[config.mk]
export PLATFORM = sky130hd
export DESIGN_NAME = rx_front_end
export DESIGN_NICKNAME = d
export VERILOG_FILES = /design/src/rtl/rx_fe_pkg.sv /design/src/rtl/rx_front_end.sv /design/src/rtl/ser_word_capture.sv
export SDC_FILE = /design/constraint.sdc
export NUM_CORES = 2
export LEC_CHECK = 0
export BUFFER_PORTS_ARGS = -buffer_cell sky130_fd_sc_hd__clkbuf_2
export CORE_UTILIZATION = 55
export CTS_BUF_LIST = sky130_fd_sc_hd__clkbuf_16
export CTS_CLUSTER_DIAMETER = 120
export DETAILED_ROUTE_END_ITERATION = 7
export PLACE_DENSITY_LB_ADDON = 0.1
export SYNTH_ARGS = -nofsm -noshare
export SYNTH_HDL_FRONTEND = slang
export SYNTH_SLANG_ARGS = --single-unit
[constraint.sdc]
create_clock -name core_clk -period 16.25 [get_ports core_clk]
set_input_delay 0 -clock core_clk [delete_from_list [all_inputs] [get_ports core_clk]]
set_output_delay 0 -clock core_clk [all_outputs]
set_load 0.01 [all_outputs]
[src/rtl/rx_fe_pkg.sv]
package rx_fe_pkg;
	localparam int SAMPLE_W = 12;
	localparam int DATA_W = 16;
	localparam int BITCNT_W = 4;
	localparam int NUM_CH = 2;
	localparam int GAIN_FRAC = 12;
	localparam int GAIN_STEPS = 43;
	localparam int GAIN_IDX_W = 6;
	localparam logic [5:0] GAIN_IDX_0DB = 6'h06;
	localparam logic [5:0] GAIN_IDX_11P5DB = 6'h1D;
	localparam logic [5:0] GAIN_IDX_MAX = 6'h2A;
	// Linear gain, 4.12 fixed point, -3 dB to +18 dB in 0.5 dB steps
	localparam logic [15:0] GAIN_LUT [GAIN_STEPS] = '{
		16'h0B54, 16'h0C00, 16'h0CB6, 16'h0D76, 16'h0E43, 16'h0F1B, 16'h1000, 16'h10F3,
		16'h11F4, 16'h1304, 16'h1425, 16'h1556, 16'h169A, 16'h17F1, 16'h195C, 16'h1ADC,
		16'h1C74, 16'h1E23, 16'h1FED, 16'h21D1, 16'h23D2, 16'h25F1, 16'h2831, 16'h2A92,
		16'h2D18, 16'h2FC4, 16'h3299, 16'h3598, 16'h38C5, 16'h3C22, 16'h3FB2, 16'h4379,
		16'h4778, 16'h4BB4, 16'h5031, 16'h54F1, 16'h59FA, 16'h5F4E, 16'h64F4, 16'h6AEF,
		16'h7146, 16'h77FC, 16'h7F18};
	localparam int WIN_LOG2_DEF = 19;
	localparam int WIN_SLOTS = 4;
	localparam logic [1:0] LAST_SLOT = 2'h3;
	localparam int PWR_W = 32;
	localparam int DC_SHIFT = 8;
	localparam int STEP_W = 4;
	// Step size code per power band, lowest band first
	localparam logic [3:0] STEP_TBL [WIN_SLOTS] = '{4'h8, 4'h6, 4'h4, 4'h2};
endpackage : rx_fe_pkg

[src/rtl/rx_front_end.sv]
// Behaviour
// - Deserialise each channel's serial stream into 12-bit words.
// - Sign-extend each 12-bit sample to 16-bit two's complement for correction.
// - Apply selectable gain to I and Q, 0.5 dB steps, up to 18 dB.
// - Gain output passes interpolation by two, DC removal, then quadrature mixing.
// - Power of I and Q computed separately on the sample clock.
// - Accumulate over 2^19-sample windows four times, average to 32 bits.
// - Averaged power refreshed once every four windows.
// - Correction step size chosen automatically from measured power.
// - Gain taken from 43-entry table, -3 to +18 dB, index from software.
`timescale 1ns/1ps
module rx_front_end #(
	parameter int WIN_LOG2 = rx_fe_pkg::WIN_LOG2_DEF
) (
	input wire logic core_clk,
	input wire logic arst_n,
	input wire logic adc_bit_valid,
	input wire logic adc_frame,
	input wire logic adc_bit_i,
	input wire logic adc_bit_q,
	output logic [15:0] sext_i,
	output logic [15:0] sext_q,
	output logic sext_valid,
	input wire logic [15:0] cor_i,
	input wire logic [15:0] cor_q,
	input wire logic cor_valid,
	input wire logic [5:0] gain_idx,
	input wire logic [31:0] thr_low,
	input wire logic [31:0] thr_mid,
	input wire logic [31:0] thr_high,
	output logic [3:0] step_size,
	output logic [31:0] pwr_i,
	output logic [31:0] pwr_q,
	output logic pwr_valid,
	output logic [15:0] dac_i,
	output logic [15:0] dac_q,
	output logic dac_valid
);
	localparam int ACC_W = rx_fe_pkg::PWR_W + WIN_LOG2;

	typedef struct packed {
		logic [1:0][15:0] sext;
		logic sext_v;
		logic [1:0][ACC_W-1:0] acc;
		logic [WIN_LOG2-1:0] wcnt;
		logic [1:0] slot;
		logic [1:0][33:0] msum;
		logic [1:0][31:0] pwr;
		logic pwr_v;
		logic [3:0] step;
		logic [1:0][15:0] g;
		logic g_v;
		logic [1:0][15:0] gprev;
		logic ip_pend;
		logic [1:0][15:0] ip;
		logic ip_v;
		logic [1:0][15:0] dcoff;
		logic [1:0] mix_ph;
		logic [1:0][15:0] dac;
		logic dac_v;
	} fe_t;

	fe_t st_q;
	fe_t st_d;

	logic [1:0][11:0] word;
	logic [1:0] word_v;

	genvar gc;
	generate
		for (gc = 0; gc < rx_fe_pkg::NUM_CH; gc++) begin : g_cap
			ser_word_capture u_cap (
				.core_clk(core_clk),
				.arst_n(arst_n),
				.bit_valid(adc_bit_valid),
				.frame(adc_frame),
				.ser_bit(gc == 0 ? adc_bit_i : adc_bit_q),
				.word(word[gc]),
				.word_valid(word_v[gc])
			);
		end
	endgenerate

	function automatic logic [15:0] sat16(input logic signed [16:0] v);
		if (v > 17'sh07FFF) begin
			sat16 = 16'h7FFF;
		end else if (v < -17'sh08000) begin
			sat16 = 16'h8000;
		end else begin
			sat16 = v[15:0];
		end
	endfunction : sat16

	function automatic logic [31:0] square(input logic [15:0] v);
		square = 32'($signed(v) * $signed(v));
	endfunction : square

	logic [5:0] gidx;
	logic [15:0] gval;
	logic [33:0] pavg;
	assign gidx = (gain_idx > rx_fe_pkg::GAIN_IDX_MAX) ? rx_fe_pkg::GAIN_IDX_MAX : gain_idx;
	assign gval = rx_fe_pkg::GAIN_LUT[gidx];

	always_comb begin
		logic [ACC_W-1:0] acc_n;
		logic [33:0] msum_n;
		logic signed [32:0] prod;
		logic signed [32:0] shp;
		logic [15:0] x;
		logic [15:0] y;
		logic [15:0] yi;
		logic [15:0] yq;
		logic [1:0][15:0] yv;
		acc_n = '0;
		msum_n = '0;
		prod = '0;
		shp = '0;
		x = '0;
		y = '0;
		yi = '0;
		yq = '0;
		yv = '0;
		st_d = st_q;
		st_d.sext_v = &word_v;
		st_d.pwr_v = 1'b0;
		st_d.g_v = 1'b0;
		st_d.ip_v = 1'b0;
		st_d.dac_v = 1'b0;
		for (int c = 0; c < rx_fe_pkg::NUM_CH; c++) begin
			if (&word_v) begin
				st_d.sext[c] = {{4{word[c][11]}}, word[c]};
			end
			if (cor_valid) begin
				prod = $signed(cor_valid ? (c == 0 ? cor_i : cor_q) : 16'h0000)
					* $signed({1'b0, gval});
				shp = prod >>> rx_fe_pkg::GAIN_FRAC;
				st_d.g[c] = (shp > 33'sh07FFF) ? 16'h7FFF :
					(shp < -33'sh08000) ? 16'h8000 : shp[15:0];
			end
			if (st_q.sext_v) begin
				// Window start reloads, otherwise accumulate the square
				acc_n = (st_q.wcnt == '0) ? ACC_W'(square(st_q.sext[c])) :
					st_q.acc[c] + ACC_W'(square(st_q.sext[c]));
				st_d.acc[c] = acc_n;
				if (st_q.wcnt == '1) begin
					msum_n = ((st_q.slot == 2'h0) ? 34'h0 : st_q.msum[c])
						+ 34'(acc_n >> WIN_LOG2);
					st_d.msum[c] = msum_n;
					if (st_q.slot == rx_fe_pkg::LAST_SLOT) begin
						st_d.pwr[c] = msum_n[33:2];
					end
				end
			end
			if (st_q.g_v) begin
				// First half-rate point is the midpoint with the previous sample
				st_d.ip[c] = sat16(17'(($signed(st_q.g[c]) + $signed(st_q.gprev[c])) >>> 1));
				st_d.gprev[c] = st_q.g[c];
			end else if (st_q.ip_pend) begin
				st_d.ip[c] = st_q.gprev[c];
			end
			if (st_q.ip_v) begin
				x = st_q.ip[c];
				y = sat16(17'($signed(x) - $signed(st_q.dcoff[c])));
				yv[c] = y;
				st_d.dcoff[c] = sat16(17'($signed(st_q.dcoff[c])
					+ ($signed(y) >>> rx_fe_pkg::DC_SHIFT)));
			end
		end
		if (st_q.sext_v) begin
			st_d.wcnt = st_q.wcnt + 1'b1;
			if (st_q.wcnt == '1) begin
				st_d.slot = st_q.slot + 2'h1;
				st_d.pwr_v = (st_q.slot == rx_fe_pkg::LAST_SLOT);
			end
		end
		// Automatic step size from the combined averaged power
		pavg = (34'(st_d.pwr[0]) + 34'(st_d.pwr[1])) >> 1;
		if (st_d.pwr_v) begin
			st_d.step = (pavg < 34'(thr_low)) ? rx_fe_pkg::STEP_TBL[0] :
				(pavg < 34'(thr_mid)) ? rx_fe_pkg::STEP_TBL[1] :
				(pavg < 34'(thr_high)) ? rx_fe_pkg::STEP_TBL[2] :
				rx_fe_pkg::STEP_TBL[3];
		end
		st_d.g_v = cor_valid;
		st_d.ip_v = st_q.g_v || st_q.ip_pend;
		st_d.ip_pend = st_q.g_v;
		if (st_q.ip_v) begin
			// Quarter-rate rotation: 0, 90, 180, 270 degrees
			yi = yv[0];
			yq = yv[1];
			unique case (st_q.mix_ph)
				2'h0: st_d.dac = {yq, yi};
				2'h1: st_d.dac = {yi, sat16(-17'sd1 * $signed(yq))};
				2'h2: st_d.dac = {sat16(-17'sd1 * $signed(yq)), sat16(-17'sd1 * $signed(yi))};
				2'h3: st_d.dac = {sat16(-17'sd1 * $signed(yi)), yq};
			endcase
			st_d.mix_ph = st_q.mix_ph + 2'h1;
			st_d.dac_v = 1'b1;
		end
	end

	always_ff @(posedge core_clk or negedge arst_n) begin
		if (!arst_n) begin
			st_q <= '0;
		end else begin
			st_q <= st_d;
		end
	end

	assign sext_i = st_q.sext[0];
	assign sext_q = st_q.sext[1];
	assign sext_valid = st_q.sext_v;
	assign step_size = st_q.step;
	assign pwr_i = st_q.pwr[0];
	assign pwr_q = st_q.pwr[1];
	assign pwr_valid = st_q.pwr_v;
	assign dac_i = st_q.dac[0];
	assign dac_q = st_q.dac[1];
	assign dac_valid = st_q.dac_v;

	// Checks
	logic [WIN_LOG2+2:0] since_pwr;
	logic seen_pwr;
	always_ff @(posedge core_clk or negedge arst_n) begin
		if (!arst_n) begin
			since_pwr <= '0;
			seen_pwr <= 1'b0;
		end else if (pwr_valid) begin
			since_pwr <= '0;
			seen_pwr <= 1'b1;
		end else if (sext_valid) begin
			since_pwr <= since_pwr + 1'b1;
		end
	end
endmodule : rx_front_end

[src/rtl/ser_word_capture.sv]
`timescale 1ns/1ps
module ser_word_capture (
	input wire logic core_clk,
	input wire logic arst_n,
	input wire logic bit_valid,
	input wire logic frame,
	input wire logic ser_bit,
	output logic [rx_fe_pkg::SAMPLE_W-1:0] word,
	output logic word_valid
);
	typedef struct packed {
		logic [rx_fe_pkg::SAMPLE_W-1:0] sh;
		logic [rx_fe_pkg::BITCNT_W-1:0] cnt;
		logic [rx_fe_pkg::SAMPLE_W-1:0] word;
		logic wv;
	} cap_t;

	cap_t cap_q;
	cap_t cap_d;

	// Frame marks the MSB; the word is out after the twelfth bit
	always_comb begin
		cap_d = cap_q;
		cap_d.wv = 1'b0;
		if (bit_valid) begin
			if (frame) begin
				cap_d.sh = {{(rx_fe_pkg::SAMPLE_W-1){1'b0}}, ser_bit};
				cap_d.cnt = 4'h1;
			end else if (cap_q.cnt != 4'h0) begin
				cap_d.sh = {cap_q.sh[rx_fe_pkg::SAMPLE_W-2:0], ser_bit};
				cap_d.cnt = cap_q.cnt + 4'h1;
				if (cap_q.cnt == 4'(rx_fe_pkg::SAMPLE_W - 1)) begin
					cap_d.word = {cap_q.sh[rx_fe_pkg::SAMPLE_W-2:0], ser_bit};
					cap_d.wv = 1'b1;
					cap_d.cnt = 4'h0;
				end
			end
		end
	end

	always_ff @(posedge core_clk or negedge arst_n) begin
		if (!arst_n) begin
			cap_q <= '0;
		end else begin
			cap_q <= cap_d;
		end
	end

	assign word = cap_q.word;
	assign word_valid = cap_q.wv;
endmodule : ser_word_capture

; ---- Yosys cells after proc, flatten, opt, wreduce, memory -nomap -nowiden
; Memory sizes are Yosys's and may differ from the RTL's.
; Cells that the tools add are included.
; Widths: inputs -> output; s select.
[classes]
muxes = 60
n_mul = 4
n_eq_ne = 7
n_reduce_logical = 15
n_addsub = 18
bitwise_logic = 2
div_mod_pow = 0
n_lt_le_gt_ge = 25
shifts = 0
[op_table]
columns = cell, count
row1 = $mux 16, 32
row2 = $mux 32, 6
row3 = $pmux 32 s4, 1
row4 = $add 51x32->51, 2
row5 = $gt 17x16->1 const B, 6
row6 = $lt 17x16->1 const B, 6
row7 = $mux 51, 2
row8 = $lt 32x32->1, 3
row9 = $add 34x32->34, 2
row10 = $mux 34, 2
row11 = $mul 16x17->33, 2
row12 = $mux 28, 2
row13 = $mul 12x12->24, 2
row14 = $gt 21x16->1 const B, 2
row15 = $lt 21x16->1 const B, 2
row16 = $add 16x16->17, 2
row17 = $add 16x8->17, 2
row18 = $mux 17, 2
row19 = $neg 16->17, 2
row20 = $sub 16x16->17, 2
row21 = $add 32x32->33, 1
row22 = $gt 16x16->1 const B, 2
row23 = $lt 16x16->1 const B, 2
row24 = $mux 15, 2
row25 = 22 further kinds, 42
[totals]
out_inout_bits = 135
ramBits = 0
mem_count = 1
regBits = 507
input_bits = 141
rom_bits = 1024
latch_bits = 0
wordCells = 168
[mem_list]
columns = name, depth, width, rd, rd_ports_with_merged_regs, write_ports, line
row1 = (no name shown), 64, 16, 1, 0, 0, rx_front_end.sv:102  ; assign gval = rx_fe_pkg::GAIN_LUT[gidx];

; ---- Logic depth before layout (Yosys ltp)
[depth]
ltp_word = 12
mapped_depth = 70
ltp_nobuf = 69

; ---- Hierarchy
; Synthesis repeated with hierarchy kept, for this count alone.
[unflattened]
cells_unflattened = 7828
area_unflattened_um2 = 67029.3
[by_module_without_submodules]
columns = mod, area_each_um2, n_inst, seq_area_each_um2, cells_per_inst
row1 = rx_front_end, 64516.9, 1, 11260.8, 7642
row2 = ser_word_capture, 1256.2, 2, 700.7, 93

; ---- Worst setup path before layout
; Ideal clock, no wire load.
[synth_timing]
kind = register to register
start = register st_q, in the netlist sext_q[5]
end = register st_q, in the netlist step_size[3]
setup_ns = 0.119
stages_incl_launch_ff = 59
setup_slack_ns = 2.130
path_buffers = 1
period_less_slack_ns = 14.120
t_arrival_ns = 14.001
path_cell_list = dfrtp_1 -> clkbuf_1 -> and2_1 -> fa_1 -> ha_1 -> fa_1 -> inv_1 -> fa_1 -> fa_1 -> inv_1 -> ha_1 -> a21o_1 -> a21oi_1 -> nor2b_1 -> o21a_1 -> o41ai_1 -> o21ai_0 -> o221ai_1 -> [23 not listed] -> ha_1 -> a21oi_1 -> o21bai_1 -> a21o_1 -> a21oi_1 -> or4b_2 -> nand3_1 -> o21bai_1 -> or4_1 -> a31oi_1 -> o21ai_0 -> ha_1 -> nand4_1 -> nor4_1 -> o211ai_1 -> a21oi_1 -> o21ai_0 -> o21a_1
[synth_rtl]
columns = element, line
row1 = start: declaration, rx_front_end.sv:63  ; fe_t st_q;
row2 = start signal: assignment, rx_front_end.sv:206  ; st_q <= st_d;

==> reports/summary.txt <==
outcome -> finished with violations
violated checks -> negative hold slack
Post-synth EDFFs -> 0
crit-path max FO -> 16
die area -> 121000 um^2
detailed placement HPWL -> 138000 um
non-filler cells, final -> 9244
internal power -> 5.50 mW
Synth Instances -> 7685
chip height -> 348 um
Mapped Nets -> 9161
Core ar. -> 118000 um^2
wire per inst -> 19.2 um
IO buf count -> 274
buffers plus inverters on the worst setup path -> 6
r2r setup slk -> 1.08 ns
clock latency on the worst-skew pair -> 0.65 ns
YS warnings -> 0
CP endpoint kind -> flip-flop
HP Class -> input port to asynchronous set/reset pin
FMAX -> 65.9 MHz
htree depth -> 3
WP data arrival -> 15.74 ns
worst ir drop on vdd -> 0.000173 V
pwr dens -> 164 nW/um^2
#FFs+latches synth -> 506
placed cell count -> 9121
vias per inst -> 5.78
clock buffer depth -> 3
Crit path largest cell delay -> 0.62 ns
initial antenna violation count -> 3
Min Hold Slack -> -0.00708 ns
vias in the first global route -> 52827
Hold Fails Final Rpt -> 9
initial detailed-routing violation count -> 3641
Slew headroom -> 24.0%
WP depth -> 61
Most used DFF post-synth -> dfrtp_1
Slew @ Worst Pin -> 1.14 ns
startpoint types -> flip-flop
synth top area cells -> dfrtp_1, fa_1, ha_1
final setup violation count -> 0
GPL Wtd Cong -> 0.923
post-synth cell types -> 110
Vias -> 53426
CTS tree -> built
combinational share of power -> 71.8%
clock skew -> 0.0577 ns
root buffer cell -> clkbuf_16
static leakage power -> 36.0 nW
Final period util -> 93.4%
nets -> 9137
Mapped Area -> 65700 um^2
Worst Reg2Reg Path Length in Cells -> 61
max-cap violation count -> 0
RSZ-0062 raised after global routing -> no
Mean Syn Cell Area -> 8.55 um^2
starting density of the core -> 55.6%
first-pass GRT wire length -> 287000 um
worst setup path class -> flip-flop to flip-flop
sw frac -> 51.9%
layout cell share with drive strength beyond 1 -> 8.40%
clock-pin slew on the worst setup and hold paths -> 0.07 ns
DRT antenna net count -> 0
Min Clock Period, post-route -> 15.17 ns
TritonCTS Buffers -> 66
Sw Pwr -> 5.93 mW
Seq pwr share -> 15.1%
total track usage -> 29.5%
Setup TNS -> 0 ns
fin util -> 59.0%
Area Overhead vs Synth -> 6.17%
drt first pass iters -> 6
Slew Limit Fails -> 0
IO Count -> 276
clock power share -> 13.1%
DR DRC count -> 0
num rows -> 126
area leader, netlist -> dfrtp_1
Die X-Extent -> 348 um
sequential element share of the synthesized area -> 19.3%
Total Wirelength -> 177000 um
Post-synth ARST share -> 100%
Overflow after GRT -> 0
Slowest cell on crit path -> or4b_2
largest net degree at the start of global routing -> 147
clk sinks -> 506
share of the synthesized area in the top cell type -> 19.3%
WP data required -> 16.81 ns
Top Family by Delay on Critical Path -> compound AO/OA/AOI/OAI gates
## repair_timing
| item | in CTS | in global routing |
|---|---|---|
| buffers inserted | 0 | 0 |
| hold buffers | 8 | 0 |
| endpoints found under the hold margin | 105 | 0 |
| gates resized for setup | 0 | 29 |
| endpoints found under the setup margin | 0 | 3 |
## sequential cells by signal, indices dropped and copies added, names as in the netlist
signal	flops
dac_i	16
dac_q	16
dac_valid	1
g_cap.u_cap.cap_q	30
g_cap.u_cap.word	24
g_cap.u_cap.word_valid	2
pwr_i	32
pwr_q	32
pwr_valid	1
sext_i	12
sext_q	12
sext_valid	1
st_d	1
st_q	323
step_size	3
## power groups by stage
stage | logic (mW) | registers [mW] | clock network (mW)
6_report | 8.20 | 1.73 | 1.50
5_1_grt | 9.05 | 1.75 | 1.58
4_1_cts | 8.11 | 1.73 | 1.53
3_5_place_dp | 8.05 | 1.75 | 0
3_3_place_gp | 7.93 | 1.75 | 0
2_1_floorplan | 6.01 | 1.64 | 0
## per-stage QoR
| stage | worst slack, ns | hold slack [ns] | area [um^2] | power [mW] |
|---|---|---|---|---|
| after detailed placement | 0.845 | 0.116 | 67400 | 9.80 |
| after CTS | 0.477 | 0.00214 | 69600 | 11.4 |
| after floorplan | 2.13 | -0.296 | 65700 | 7.65 |
| final | 1.08 | -0.00708 | 69800 | 11.4 |
| after global placement | 1.12 | 0.116 | 67400 | 9.68 |
| after global routing | 0.0410 | 0.0610 | 69800 | 12.4 |
## worst register-to-register path: cells and delay by family (launching register included)
kind / cells / cell delay, ns
AO/OA/AOI/OAI: 29 / 6.25
AND/OR/NAND/NOR: 12 / 2.59
buffers and inverters: 6 / 0.98
adder cells (fa/ha/maj): 10 / 3.97
XOR/XNOR: 4 / 0.79
flip-flops: 1 / 0.56
## area by class of cell
type | instances | area [um^2]
Sequential cell | 506 | 12700
Fill cell | 10701 | 48500
Tap cell | 1536 | 1920
Inverter | 1018 | 3820
Multi-Input combinational cell | 5731 | 47200
Timing Repair Buffer | 338 | 1900
Clock inverter | 47 | 529
Antenna cell | 2 | 5.00
Clock buffer | 66 | 1650
## metal layers
layer	part of all wire (%)	track usage, %	up-vias	wire length, um
met3	5.6	3.70	249	9960
met4	2.6	8.08	0	4700
li1	-	-	25531	-
met2	47	47.7	1369	82600
met1	45	41.6	26277	80100
met5	0	0	-	0
## placed cells by master (no fill, tap or decap), types with 56 or more instances in the layout
master     count
inv_1       1022
nand2_1      868
ha_1         721
fa_1         613
nor2_1       599
dfrtp_1      489
a21oi_1      404
o21ai_0      396
clkbuf_2     272
xnor2_1      217
a21o_1       163
xor2_1       155
nor2b_1      143
nand3_1      127
and2_1       116
mux2_2       108
nor3_1       105
a31oi_1       74
o22ai_1       66
clkbuf_16     66
o21a_1        62
nand2b_1      60
buf_4         56
## cell usage after synthesis (all sizes together) (77+ instances only)
| cell | number |
|---|---|
| nor2b | 143 |
| nand2 | 871 |
| xnor2 | 219 |
| a21o | 163 |
| dfrtp | 506 |
| fa | 613 |
| clkbuf | 259 |
| nor3 | 110 |
| inv | 1016 |
| o21ai | 413 |
| xor2 | 155 |
| a31oi | 77 |
| nor2 | 601 |
| buf | 171 |
| a21oi | 407 |
| and2 | 120 |
| nand3 | 127 |
| ha | 722 |
| mux2 | 108 |
## cells by family after synthesis
kind of cell / after synthesis / share of synthesized area, %
AO/OA/AOI/OAI: 1618 / 16.0
XOR/XNOR: 374 / 5.00
adder cells (fa/ha/maj): 1350 / 32.7
buffers and inverters: 1448 / 9.08
flip-flops: 506 / 19.3
multiplexers: 152 / 2.54
other: 1 / 0.00571
AND/OR/NAND/NOR: 2236 / 15.5
## path summary, 6_finish.rpt
kind	start	end
worst min-delay path	arst_n	st_q[36]
worst min register to register	st_q[251]	st_q[251]
max in group asynchronous	arst_n	st_q[318]
worst max-delay path	sext_i[2]	step_size[1]
worst max register to register	sext_i[2]	step_size[1]
min in group core_clk	thr_high[30]	step_size[1]
No activity file was read; power rests on OpenSTA's default activity.
